--- src/hdl/pdt_defines.svh ---
// Purpose: Constants of the prescaled downcount timer
// Assumes: Included by its bare name
// Notes:   Register indices; byte address is four times the index
`ifndef PDT_DEFINES_SVH
`define PDT_DEFINES_SVH

// ----------------------------------------
// Register indices
// ----------------------------------------
`define PDT_IDX_PRESC 8'hd2
`define PDT_IDX_COUNT 8'hd3
`define PDT_IDX_CTRL  8'hd4
`define PDT_IDX_ISTAT 8'hd5
`define PDT_IDX_IMASK 8'hd6

// ----------------------------------------
// Reset values
// ----------------------------------------
`define PDT_RST_PRESC 7'h7f
`define PDT_RST_COUNT 8'hff
`define PDT_RST_CTRL  8'h00
`define PDT_RST_IRQ   8'h00

// ----------------------------------------
// Fields and timing
// ----------------------------------------
`define PDT_EV_UNDER  0
`define PDT_CORE_DIV  4'hc

`endif

--- src/hdl/pdt_pkg.sv ---
// Purpose: Types of the prescaled downcount timer
// Assumes: Avalon-MM slave with waitrequest
// Notes:   Constants live in pdt_defines.svh
package pdt_pkg;

    // ----------------------------------------
    // Bus carriers
    // ----------------------------------------
    typedef struct packed {
        logic [9:0]  address;
        logic        read;
        logic        write;
        logic [31:0] writedata;
        logic [3:0]  byteenable;
    } pdt_avm_req_t;

    typedef struct packed {
        logic [31:0] readdata;
        logic        waitrequest;
    } pdt_avm_rsp_t;

    // ----------------------------------------
    // Status/control layout, bit 7 first
    // ----------------------------------------
    typedef struct packed {
        logic       zero_flag;
        logic       zero_interrupt_enable;
        logic       reserved_set_bit;
        logic       reserved_clear_bit;
        logic       prescaler_run;
        logic [2:0] division_select;
    } pdt_ctrl_t;

    // ----------------------------------------
    // Bus slave states
    // ----------------------------------------
    typedef enum logic [1:0] {
        PDT_BUS_IDLE = 2'b01,
        PDT_BUS_ACK  = 2'b10
    } pdt_bus_state_t;

endpackage : pdt_pkg

--- src/hdl/pdt_timer.sv ---
// Purpose: 8-bit downcounter behind a 7-bit prescaler
// Assumes: Avalon-MM slave, one clock, inputs synchronous
// Notes:   One wait state on every bus access
//
// Contract
// Underflow 00h to FFh sets zero flag
// Software clears zero flag itself
// Request when enable and flag both set
// Interrupt enable resets cleared
// Run low holds prescaler 7Fh, count frozen
// Run high: prescaler and count decrement
// Select codes divide by 1 to 128
// Prescaler reg bits 6:0, bit 7 zero
// Count register full 8 bits, resets FFh
// Status/control resets 00h
// Software writes one to bit 5
// Software writes zero to bit 4
// Prescaler fed by core clock over 12
// Count reloads FFh after zero
// Count write beats decrement, no flag
// Enabled request wakes from wait
// Count decrements once per tap pulse
// Reserved bits stored, no counting effect
`timescale 1ns/1ps
`include "pdt_defines.svh"

module pdt_timer (
    // Clock and reset
    input  wire logic          clk,
    input  wire logic          rst,
    // Register bus
    input  pdt_pkg::pdt_avm_req_t avm_req,
    output pdt_pkg::pdt_avm_rsp_t avm_rsp,
    // Interrupt and wake
    output logic               timer_irq,
    output logic               wake_req,
    output logic               irq
);
    import pdt_pkg::*;

    // ----------------------------------------
    // State
    // ----------------------------------------
    logic [6:0]     prescaler;
    logic [7:0]     timer_count;
    pdt_ctrl_t      ctrl;
    logic [7:0]     irq_status;
    logic [7:0]     irq_mask;
    pdt_bus_state_t bus_state;
    logic [31:0]    rdata;
    logic [31:0]    next_rdata;

    // ----------------------------------------
    // Bus decode
    // ----------------------------------------
    logic [7:0] idx;
    logic       req;
    logic       acc;
    logic       wr;
    logic [7:0] wbyte;
    logic       wr_presc;
    logic       wr_count;
    logic       wr_ctrl;
    logic       wr_istat;
    logic       wr_imask;

    assign idx   = avm_req.address[9:2];
    assign req   = avm_req.read | avm_req.write;
    assign acc   = req & (bus_state == PDT_BUS_ACK);
    assign wr    = acc & avm_req.write & avm_req.byteenable[0];
    assign wbyte = avm_req.writedata[7:0];

    assign wr_presc = wr & (idx == `PDT_IDX_PRESC);
    assign wr_count = wr & (idx == `PDT_IDX_COUNT);
    assign wr_ctrl  = wr & (idx == `PDT_IDX_CTRL);
    assign wr_istat = wr & (idx == `PDT_IDX_ISTAT);
    assign wr_imask = wr & (idx == `PDT_IDX_IMASK);

    always_ff @(posedge clk or posedge rst) begin
        if (rst) begin
            bus_state <= PDT_BUS_IDLE;
        end else begin
            case (bus_state)
                PDT_BUS_IDLE: begin
                    if (req) begin
                        bus_state <= PDT_BUS_ACK;
                    end
                end
                PDT_BUS_ACK: begin
                    bus_state <= PDT_BUS_IDLE;
                end
                default: begin
                    bus_state <= PDT_BUS_IDLE;
                end
            endcase
        end
    end

    // Unmapped reads return zero
    always_comb begin
        next_rdata = 32'h0000_0000;
        case (idx)
            `PDT_IDX_PRESC: next_rdata = {25'h0, prescaler};
            `PDT_IDX_COUNT: next_rdata = {24'h0, timer_count};
            `PDT_IDX_CTRL:  next_rdata = {24'h0, ctrl};
            `PDT_IDX_ISTAT: next_rdata = {24'h0, irq_status};
            `PDT_IDX_IMASK: next_rdata = {24'h0, irq_mask};
            default:        next_rdata = 32'h0000_0000;
        endcase
    end

    // Sampled in the wait cycle, stands until the next read
    always_ff @(posedge clk or posedge rst) begin
        if (rst) begin
            rdata <= 32'h0000_0000;
        end else if (req && avm_req.read && bus_state == PDT_BUS_IDLE) begin
            rdata <= next_rdata;
        end
    end

    assign avm_rsp.readdata    = rdata;
    assign avm_rsp.waitrequest = req & (bus_state != PDT_BUS_ACK);

    // ----------------------------------------
    // Prescaler and tap select
    // ----------------------------------------
    logic       core_tick;
    logic       run_tick;
    logic [6:0] tap_mask;
    logic       tap_hit;
    logic       cnt_tick;
    logic       underflow;

    pdt_core_div u_div (
        .clk  (clk),
        .rst  (rst),
        .tick (core_tick)
    );

    // Tap n fires when the low n prescaler bits are zero
    genvar gi;
    generate
        for (gi = 0; gi < 7; gi++) begin : g_tap
            assign tap_mask[gi] = (ctrl.division_select > 3'(gi));
        end
    endgenerate

    assign run_tick = ctrl.prescaler_run & core_tick;
    assign tap_hit  = ((prescaler & tap_mask) == 7'h00);
    assign cnt_tick = run_tick & tap_hit;

    always_ff @(posedge clk or posedge rst) begin
        if (rst) begin
            prescaler <= `PDT_RST_PRESC;
        end else if (!ctrl.prescaler_run) begin
            prescaler <= `PDT_RST_PRESC;
        end else if (wr_presc) begin
            prescaler <= wbyte[6:0];
        end else if (run_tick) begin
            // 00h wraps to 7Fh on its own
            prescaler <= prescaler - 7'h01;
        end
    end

    // ----------------------------------------
    // Counter
    // ----------------------------------------
    // A write in the same cycle suppresses the underflow
    assign underflow = cnt_tick & ~wr_count & (timer_count == 8'h00);

    always_ff @(posedge clk or posedge rst) begin
        if (rst) begin
            timer_count <= `PDT_RST_COUNT;
        end else if (wr_count) begin
            timer_count <= wbyte;
        end else if (cnt_tick) begin
            // 00h rolls over to FFh
            timer_count <= timer_count - 8'h01;
        end
    end

    // ----------------------------------------
    // Status/control
    // ----------------------------------------
    always_ff @(posedge clk or posedge rst) begin
        if (rst) begin
            ctrl <= pdt_ctrl_t'(`PDT_RST_CTRL);
        end else begin
            if (wr_ctrl) begin
                ctrl <= pdt_ctrl_t'(wbyte);
            end
            // Underflow wins over a clearing write
            if (underflow) begin
                ctrl.zero_flag <= 1'b1;
            end
        end
    end

    // Reserved bits never reach the counting path
    assign timer_irq = ctrl.zero_flag & ctrl.zero_interrupt_enable;
    assign wake_req  = timer_irq;

    // ----------------------------------------
    // Sticky event status and mask
    // ----------------------------------------
    always_ff @(posedge clk or posedge rst) begin
        if (rst) begin
            irq_status <= `PDT_RST_IRQ;
        end else begin
            if (wr_istat) begin
                irq_status <= irq_status & ~wbyte;
            end
            if (underflow) begin
                irq_status[`PDT_EV_UNDER] <= 1'b1;
            end
        end
    end

    always_ff @(posedge clk or posedge rst) begin
        if (rst) begin
            irq_mask <= `PDT_RST_IRQ;
        end else if (wr_imask) begin
            irq_mask <= wbyte;
        end
    end

    assign irq = |(irq_status & irq_mask);
endmodule : pdt_timer

--- src/hdl/pdt_core_div.sv ---
// Purpose: Divide the core clock by twelve into an enable pulse
// Assumes: clk is the internal core clock
// Notes:   Free running from reset
`timescale 1ns/1ps
`include "pdt_defines.svh"

module pdt_core_div (
    // Clock and reset
    input  wire logic clk,
    input  wire logic rst,
    // Enable out
    output logic      tick
);
    import pdt_pkg::*;

    logic [3:0] phase;

    always_ff @(posedge clk or posedge rst) begin
        if (rst) begin
            phase <= 4'h0;
        end else if (phase == `PDT_CORE_DIV - 4'h1) begin
            phase <= 4'h0;
        end else begin
            phase <= phase + 4'h1;
        end
    end

    // One pulse per twelve core clocks
    assign tick = (phase == `PDT_CORE_DIV - 4'h1);

endmodule : pdt_core_div

--- config.mk ---
export PLATFORM = sky130hd
export DESIGN_NAME = pdt_timer
export DESIGN_NICKNAME = d
export VERILOG_FILES = /design/src/hdl/pdt_pkg.sv /design/src/hdl/pdt_timer.sv /design/src/hdl/pdt_core_div.sv
export VERILOG_INCLUDE_DIRS = /design/src /design/src/hdl
export SDC_FILE = /design/constraint.sdc
export NUM_CORES = 1
export LEC_CHECK = 0
export ABC_AREA = 1
export BUFFER_PORTS_ARGS = -buffer_cell sky130_fd_sc_hd__buf_2
export CAP_MARGIN = 20
export CORE_ASPECT_RATIO = 1.5
export CORE_MARGIN = 2
export CORE_UTILIZATION = 54
export CTS_CLUSTER_DIAMETER = 100
export DETAILED_ROUTE_END_ITERATION = 7
export HOLD_SLACK_MARGIN = 0.1
export PLACE_DENSITY = 0.81
export SLEW_MARGIN = 40
export SYNTH_ARGS = -nofsm -noshare
export SYNTH_HDL_FRONTEND = slang
export SYNTH_SLANG_ARGS = --single-unit
--- constraint.sdc ---
create_clock -name clk -period 1.8 [get_ports clk]
set_input_delay 0.36 -clock clk [delete_from_list [all_inputs] [get_ports clk]]
set_output_delay 0.36 -clock clk [all_outputs]
set_load 0.05 [all_outputs]
==> results of run 1 <==
[flip-flops by register name, indices dropped and copies added, names as in the netlist]
| register | flops |
|---|---|
| rdata | 8 |
| u_div.phase | 4 |
| bus_state | 2 |
| irq_mask | 8 |
| ctrl | 8 |
| prescaler | 7 |
| irq_status | 8 |
| timer_count | 8 |
[final cells by class]
class	instances	area, um^2	share of cell area (%)
Multi-Input combinational cell	332	1690	46.0
Timing Repair Buffer	42	256	6.98
Inverter	45	169	4.60
Sequential cell	53	1350	36.6
Tap cell	74	92.6	2.52
Clock buffer	6	82.6	2.25
Clock inverter	2	37.5	1.02
[power groups by stage]
| stage | Combinational, W | Sequential, W | Clock [W] |
|---|---|---|---|
| floorplan | 0.000474 | 0.00161 | 0 |
| detailed placement | 0.000878 | 0.00137 | 0 |
| CTS | 0.000882 | 0.00134 | 0.000863 |
| finish | 0.000877 | 0.00134 | 0.000863 |
| global placement | 0.000868 | 0.00136 | 0 |
| global route | 0.000957 | 0.00136 | 0.000914 |
[worst paths after layout]
path,end,cells past startpoint,slack (ps),from
max reg2reg,prescaler[2],9,160,bus_state[0]
max,irq,5,70,irq_status[5]
max in group asynchronous,prescaler[6],4,640,rst
min,irq_status[7],2,230,avm_req[11]
min reg2reg,u_div.phase[0],1,470,u_div.phase[0]
min in group asynchronous,rdata[4],3,560,rst
[per-stage QoR]
step                std cells  utilization [%]  total power, W  hold slack [ps]  area [um^2]
global placement          545             57.9         0.00223              359         3530
floorplan                 464                -         0.00209              433         3450
detailed placement        545             57.9         0.00224              363         3530
CTS                       554             60.1         0.00309              240         3660
finish                    554             60.3         0.00308              234         3670
global route              554             60.3         0.00323              246         3670
[synthesized netlist by cell type, drive strengths merged, types with 2 or more instances]
cell / instances
nor2: 38
xnor2: 3
o21a: 2
dfstp: 16
o21bai: 3
nand3: 71
o21ai: 30
inv: 45
xor2: 3
ha: 3
or2: 7
nand4: 13
a21boi: 5
nand2: 122
dfrtp: 37
buf: 33
a221oi: 2
a21oi: 5
[critical path: stages, from the launching register on]
cell and delay (ps):
dfrtp_1 410, nand2_1 70, o21ai_0 80, a221oi_1 240
nand2_1 110, buf_6 160
[per-layer routing]
| layer | global-route usage (%) | routed length (um) | vias up | part of all wire (%) |
|---|---|---|---|---|
| li1 | - | - | 1460 | - |
| met1 | 32.8 | 3170 | 1382 | 40 |
| met2 | 42.6 | 4090 | 120 | 51 |
| met3 | 3.91 | 530 | 15 | 6.6 |
| met4 | 10.3 | 178 | 0 | 2.2 |
| met5 | 0 | 0 | - | 0 |
[kinds of logic after synthesis]
| kind of cell | share of synthesized area (%) |
|---|---|
| and+or+nand+nor | 36.6 |
| buffers and inverters | 12.6 |
| DFF | 40.1 |
| AOI/OAI and AO/OA | 7.97 |
| xor gates and xnor gates | 1.56 |
| adders and majority gates | 1.12 |
| other | 0.112 |
[cell usage in the layout, fill, tap and decap left out, types with 4 or more instances in the layout]
cell type  count
nor2_4         9
nor2_1        26
nand2_1      113
inv_2          4
dfrtp_1       37
nand2_2        6
conb_1        24
a21oi_1        5
inv_1         41
nand3_1       68
or2_2          7
clkbuf_8       6
dfstp_2       16
buf_4          8
buf_2         31
nand4_1       13
a21boi_0       4
o21ai_0       27
[what timing repair did]
action	in CTS	in global routing
hold endpoints to repair	10	0
gates resized for setup	0	6
hold buffers	1	0
setup endpoints to repair	0	6
==> flow_summary.ini, run 1 <==
[finish]
syn_to_final_growth_pct = 9.35
antenna_cells = 0
drive_gt1_share_pct = 21.0
fill_cells = 583
final_nets = 532

[grt]
antenna_found_initial = 0
grt_pass1_vias = 2816
track_usage_pct = 25.7
overflow = 0
grt_start_max_net_pins = 38
grt_pass1_wl_um = 13400

[pwr]
p_int_w = 0.00198
clock_power_share_pct = 28.0
power_frac_comb_pct = 28.5
switching_share_pct = 35.9
leakagePower_nw = 1.92
power_switching_w = 0.00111
p_per_area_nw_per_um2 = 839
vdd_ir_drop_max_uv = 450
power_frac_seq_pct = 43.5

[place]
place_congestion = 0.926
port_buffers = 32
dp_hpwl_um = 6050
dp_slack_ps = 124

[drt]
ant_nets = 0
viasPerCell = 5.37
vias = 2977
drt-total-wl_um = 7970
post-route-drc-count = 0
wl_per_cell_um = 14.4
drtPass1Iterations = 4
drt-initial-drc-count = 244

[cts]
ctsLongestPathBuffers = 2
cts.sinks = 53
cts_setup_buffers = 0
root_buffer = clkbuf_8
h-tree-depth = 2
clkTransAtPathRegs_ps = 100
numCtsBuffers = 5
clkLatencyLatePin_ps = 320
cts_tree = built

[synth]
yosys.area.top_type_share_pct = 27.6
ys_types = 33
ys_warn_count = 0
ys_async_sr_fraction_pct = 100
synthCells = 441
synth-edff-count = 0
synth_seq_cells = 53
ys_seq_area_share_pct = 40.1
yosysTopAreaCell = dfrtp_1
ys.flop_type = dfrtp_1
synthTopCellsByArea = dfrtp_1 (28%), nand2_1 (13%), dfstp_2 (13%), nand3_1 (10%), buf_4 (5.8%)
netlist_area_um2 = 3360
syn_avg_cell_area_um2 = 7.62

[sta]
finalClockSkew_ps = 17.6
rsz0062_at_grt = false
timing.final.crit_share_pct = 96.2
slew_viol_final = 0
fmax_mhz = 577
setup_ws_ps = 68.2
timing.setup.tns_ps = 0
finalSetupViolations = 0
finalHoldViolations = 0
period_minus_slack_ps = 1730

[critical_path]
cp.required_ps = 1440
critPathKind = reg2out
endpoint_kind = primary output
worstPathArrival_ps = 1370
critPathLaunchType = flop
cp_max_fo = 3

[die]
initial_core_util_pct = 55.2
dieHeight_um = 101
dieArea_um2 = 6880
io_pins = 86
core_area_um2 = 6090
fp.dieW_um = 68.4
rows = 35

[outcome]
outcome = completed

[job]
drv_cap = 0

[min_path]
worstHoldPathType = in2reg
No activity file was read; power rests on OpenSTA's default activity.
==> inputs of run 2 (changes only) <==
- CORE_ASPECT_RATIO: 1.5 -> 2
==> flow_summary.ini, run 2 (synthesized netlist as in run 1, its figures left out) <==
[outcome]
outcome = completed

[finish]
syn_to_final_growth_pct = 9.09
layout.cells.non_filler = 540
antenna_cells = 0
final_common_cell = nand2_1
final_nets = 529
layout_common_cells = nand2_1 (113), nand3_1 (67), inv_1 (41)
drive_gt1_share_pct = 19.9

[grt]
grt_start_max_net_pins = 35
antenna_found_initial = 0
track_usage_pct = 26.4
grt_pass1_wl_um = 13500
grt_pass1_vias = 2854
overflow = 0

[drt]
ant_nets = 0
vias = 2917
drt-total-wl_um = 8170
drt-initial-drc-count = 132
viasPerCell = 5.40
wl_per_cell_um = 15.1
post-route-drc-count = 0
drtPass1Iterations = 4

[sta]
rsz0062_at_grt = true
slew_viol_final = 0
period_minus_slack_ps = 1730
finalClockSkew_ps = 4.79
slew_headroom_pct = 65.9
fmax_mhz = 578
worst_slew_pin_slew_ps = 507
finalHoldViolations = 0
timing.final.crit_share_pct = 96.1
finalSetupViolations = 0
setup_ws_ps = 70.3

[cts]
clkLatencyLatePin_ps = 300
numCtsBuffers = 5
root_buffer = clkbuf_16
clkTransAtPathRegs_ps = 60
ctsLongestPathBuffers = 2
cts.sinks = 53
h-tree-depth = 2
cts_tree = built

[pwr]
vdd_ir_drop_max_uv = 744
p_per_area_nw_per_um2 = 861
leakagePower_nw = 1.92

[place]
dp_hpwl_um = 6350
place_inst = 531
port_buffers = 32
dp_slack_ps = -40.0
place_congestion = 0.927

[die]
core_area_um2 = 6010
rows = 40
dieHeight_um = 116
io_pins = 86
initial_core_util_pct = 55.9
dieArea_um2 = 6910
fp.dieW_um = 59.8

[critical_path]
critPathKind = reg2out
critPathLaunchType = flop
worstPathArrival_ps = 1370
cp_max_fo = 2
endpoint_kind = primary output
cp.required_ps = 1440

[min_path]
worstHoldPathType = in2reg

[job]
drv_cap = 0
## run 2: worst max-delay path, stage by stage, from the launching register on
cell	delay (ps)
dfrtp_1	380
inv_1	80
o21ai_0	70
a221oi_1	260
nand2_1	110
buf_6	170
## run 2: worst paths after layout
| kind | depth (start not counted) | start | end | slack, ps |
|---|---|---|---|---|
| setup reg to reg | 6 | bus_state[0] | irq_mask[6] | 180 |
| min in group asynchronous | 3 | rst | rdata[7] | 610 |
| hold reg to reg | 1 | u_div.phase[0] | u_div.phase[0] | 460 |
| max in group asynchronous | 4 | rst | prescaler[3] | 580 |
| setup / recovery | 5 | irq_status[1] | irq | 70 |
| hold / removal | 2 | avm_req[11] | irq_status[7] | 260 |
## run 2: stage by stage
stage	hold WS (ps)	setup TNS (ps)	util, %	total power, W	area (um^2)
after CTS	252	0	60.8	0.00317	3650
after global placement	386	-24.7	58.3	0.00222	3500
after detailed placement	392	-130	58.3	0.00225	3500
after global routing	266	-27.6	61.0	0.00330	3660
after floorplan	433	0	-	0.00209	3450
final	259	0	61.0	0.00316	3660
## run 2: timing repair
action | CTS | global route
gates resized for setup | 1 | 5
buffers inserted | 0 | 0
hold buffers | 1 | 0
pin swaps | 0 | 1
hold endpoints to repair | 15 | 0
endpoints found under the setup margin | 4 | 9
## run 2: area by class of cell
cell class                      count  area [um^2]
Fill cell                         552         2340
Inverter                           45          169
Timing Repair Buffer               39          246
Sequential cell                    53         1350
Tap cell                           63         78.8
Multi-Input combinational cell    332         1690
Clock buffer                        8          136
## run 2: where the power goes
group / total, W / internal (W) / switching, W
Sequential: 0.00135 / 0.00130 / 0.0000459
Combinational: 0.000883 / 0.000225 / 0.000658
Clock: 0.000926 / 0.000518 / 0.000408
## run 2: metal layers
layer	global-route usage [%]	up-vias	wire [um]	part of all wire, %
met2	46.6	87	4400	54
met5	0	-	0	0
met4	15.3	0	437	5.4
met1	28.1	1350	2980	36
li1	-	1453	-	-
met3	4.69	27	348	4.3
==> inputs of run 3 (changes only) <==
- CORE_UTILIZATION: 54 -> 48
- PLACE_DENSITY: 0.81 -> 0.76
- SETUP_SLACK_MARGIN: not set -> 0.5
- clock period: 1.8 -> 1.4 ns (I/O delays scaled with it)
==> flow_summary.ini, run 3 (synthesized netlist as in run 1, its figures left out) <==
[pwr]
vdd_ir_drop_max_uv = 734
p_total_w = 0.00496
p_per_area_nw_per_um2 = 1020
leakagePower_nw = 2.38

[drt]
wl_met2_um = 5730
post-route-drc-count = 0
viasPerCell = 5.36
drt-total-wl_um = 10300
met3_length_um = 455
drtPass1Iterations = 4
top_layer = met4
ant_nets = 0
vias = 3410
drt-initial-drc-count = 237
wl_per_cell_um = 16.3
drt-met1-wl_um = 3760

[sta]
finalSetupViolations = 30
rsz0062_at_grt = true
slew_viol_final = 0
fmax_mhz = 628
timing.hold.ws_ps = 36.5
setup_ws_ps = -194
period_minus_slack_ps = 1590
finalClockSkew_ps = 5.85
finalHoldViolations = 0
timing.final.crit_share_pct = 114

[critical_path]
cp_max_fo = 3
critPathKind = reg2out
worstPathArrival_ps = 1310
critPathLaunchType = flop
slowest_delay_ps = 550
slowest_stage = dfstp_2
cp.required_ps = 1120
endpoint_kind = primary output
crit_chain = inv_4, buf_6, a21oi_2, buf_6
crit_path_frequent_cell = buf_6

[finish]
drive_gt1_share_pct = 46.5
syn_to_final_growth_pct = 44.7
final_common_cell = nand2_1
layout_common_cells = nand2_1 (88), nand3_1 (48), buf_4 (44)
antenna_cells = 0
layout.cells.non_filler = 636
final_nets = 598
final_cell_area_um2 = 4860

[cts]
ctsLongestPathBuffers = 2
clkLatencyLatePin_ps = 290
numCtsBuffers = 5
h-tree-depth = 2
root_buffer = clkbuf_16
cts.sinks = 53
clkTransAtPathRegs_ps = 60
cts_tree = built

[grt]
overflow = 0
antenna_found_initial = 0
track_usage_pct = 26.5
grt_pass1_vias = 3339
grt_pass1_wl_um = 15900
grt_start_max_net_pins = 54

[die]
core_area_um2 = 6830
dieHeight_um = 122
rows = 43
dieArea_um2 = 7720
initial_core_util_pct = 49.2
fp.dieW_um = 63.2
io_pins = 86

[place]
place_inst = 588
dp_slack_ps = -60.1
place_congestion = 0.903
dpl-instance-area_um2 = 3880
port_buffers = 32
dp_hpwl_um = 6370

[job]
drv_cap = 0

[outcome]
violations = negative setup slack
outcome = finished, violations left

[min_path]
worstHoldPathType = in2async
[run 3: cell count changes in the layout (fill, tap and decap cells not counted), sizes merged]
cell / before / now
buf: 38 / 105
clkinvlp: 0 / 3
inv: 45 / 43
dlygate4sd3: 1 / 0
nand3: 71 / 72
nor2: 38 / 39
[run 3: worst max-delay path, delay by kind of cell (launching register included)]
| kind | cells | cell delay, ps |
|---|---|---|
| flops | 1 | 550 |
| compound gates | 1 | 140 |
| buf+inv | 3 | 330 |
[run 3: final timing paths]
kind                              start       endpoint  slack (ps)  cells past startpoint
max                        bus_state[0]     avm_rsp[0]        -190                      4
min                                 rst    irq_mask[5]          40                      3
max reg2reg                bus_state[0]        ctrl[7]         -90                     10
min reg2reg                     ctrl[4]        ctrl[4]         500                      2
max in group asynchronous           rst   bus_state[0]        1050                      3
min in group clk            avm_req[11]  irq_status[7]         190                      2
[run 3: layout make-up]
cell class / instances / area, um^2
multi-input cells: 334 / 2080
flip-flops and latches: 53 / 1350
repair buffers: 105 / 985
inverters: 45 / 194
fillers: 498 / 1970
repair inverters: 1 / 7.51
clock buffers: 8 / 136
well taps: 90 / 113
[run 3: what timing repair did]
item	in CTS	in global routing
pin swaps	46	38
buffers inserted	22	14
hold endpoints to repair	37	21
cloned	4	0
resized for setup	89	62
endpoints found under the setup margin	64	64
[run 3: power breakdown]
group | internal [W] | switching, W
clock | 0.000666 | 0.000522
sequential | 0.00167 | 0.000100
combinational | 0.000884 | 0.00111
[run 3: metal layers]
| metal | vias to the layer above | global-route usage, % |
|---|---|---|
| li1 | 1605 | - |
| met1 | 1652 | 29.4 |
| met2 | 119 | 49.1 |
| met3 | 34 | 3.39 |
| met4 | 0 | 12.8 |
| met5 | - | 0 |
[run 3: stage by stage]
step | TNS, ps | utilization [%]
after floorplan | 0 | -
after global placement | -70.8 | 56.9
after detailed placement | -495 | 56.9
after CTS | -484 | 66.3
after global routing | -3250 | 71.1
final | -1360 | 71.1
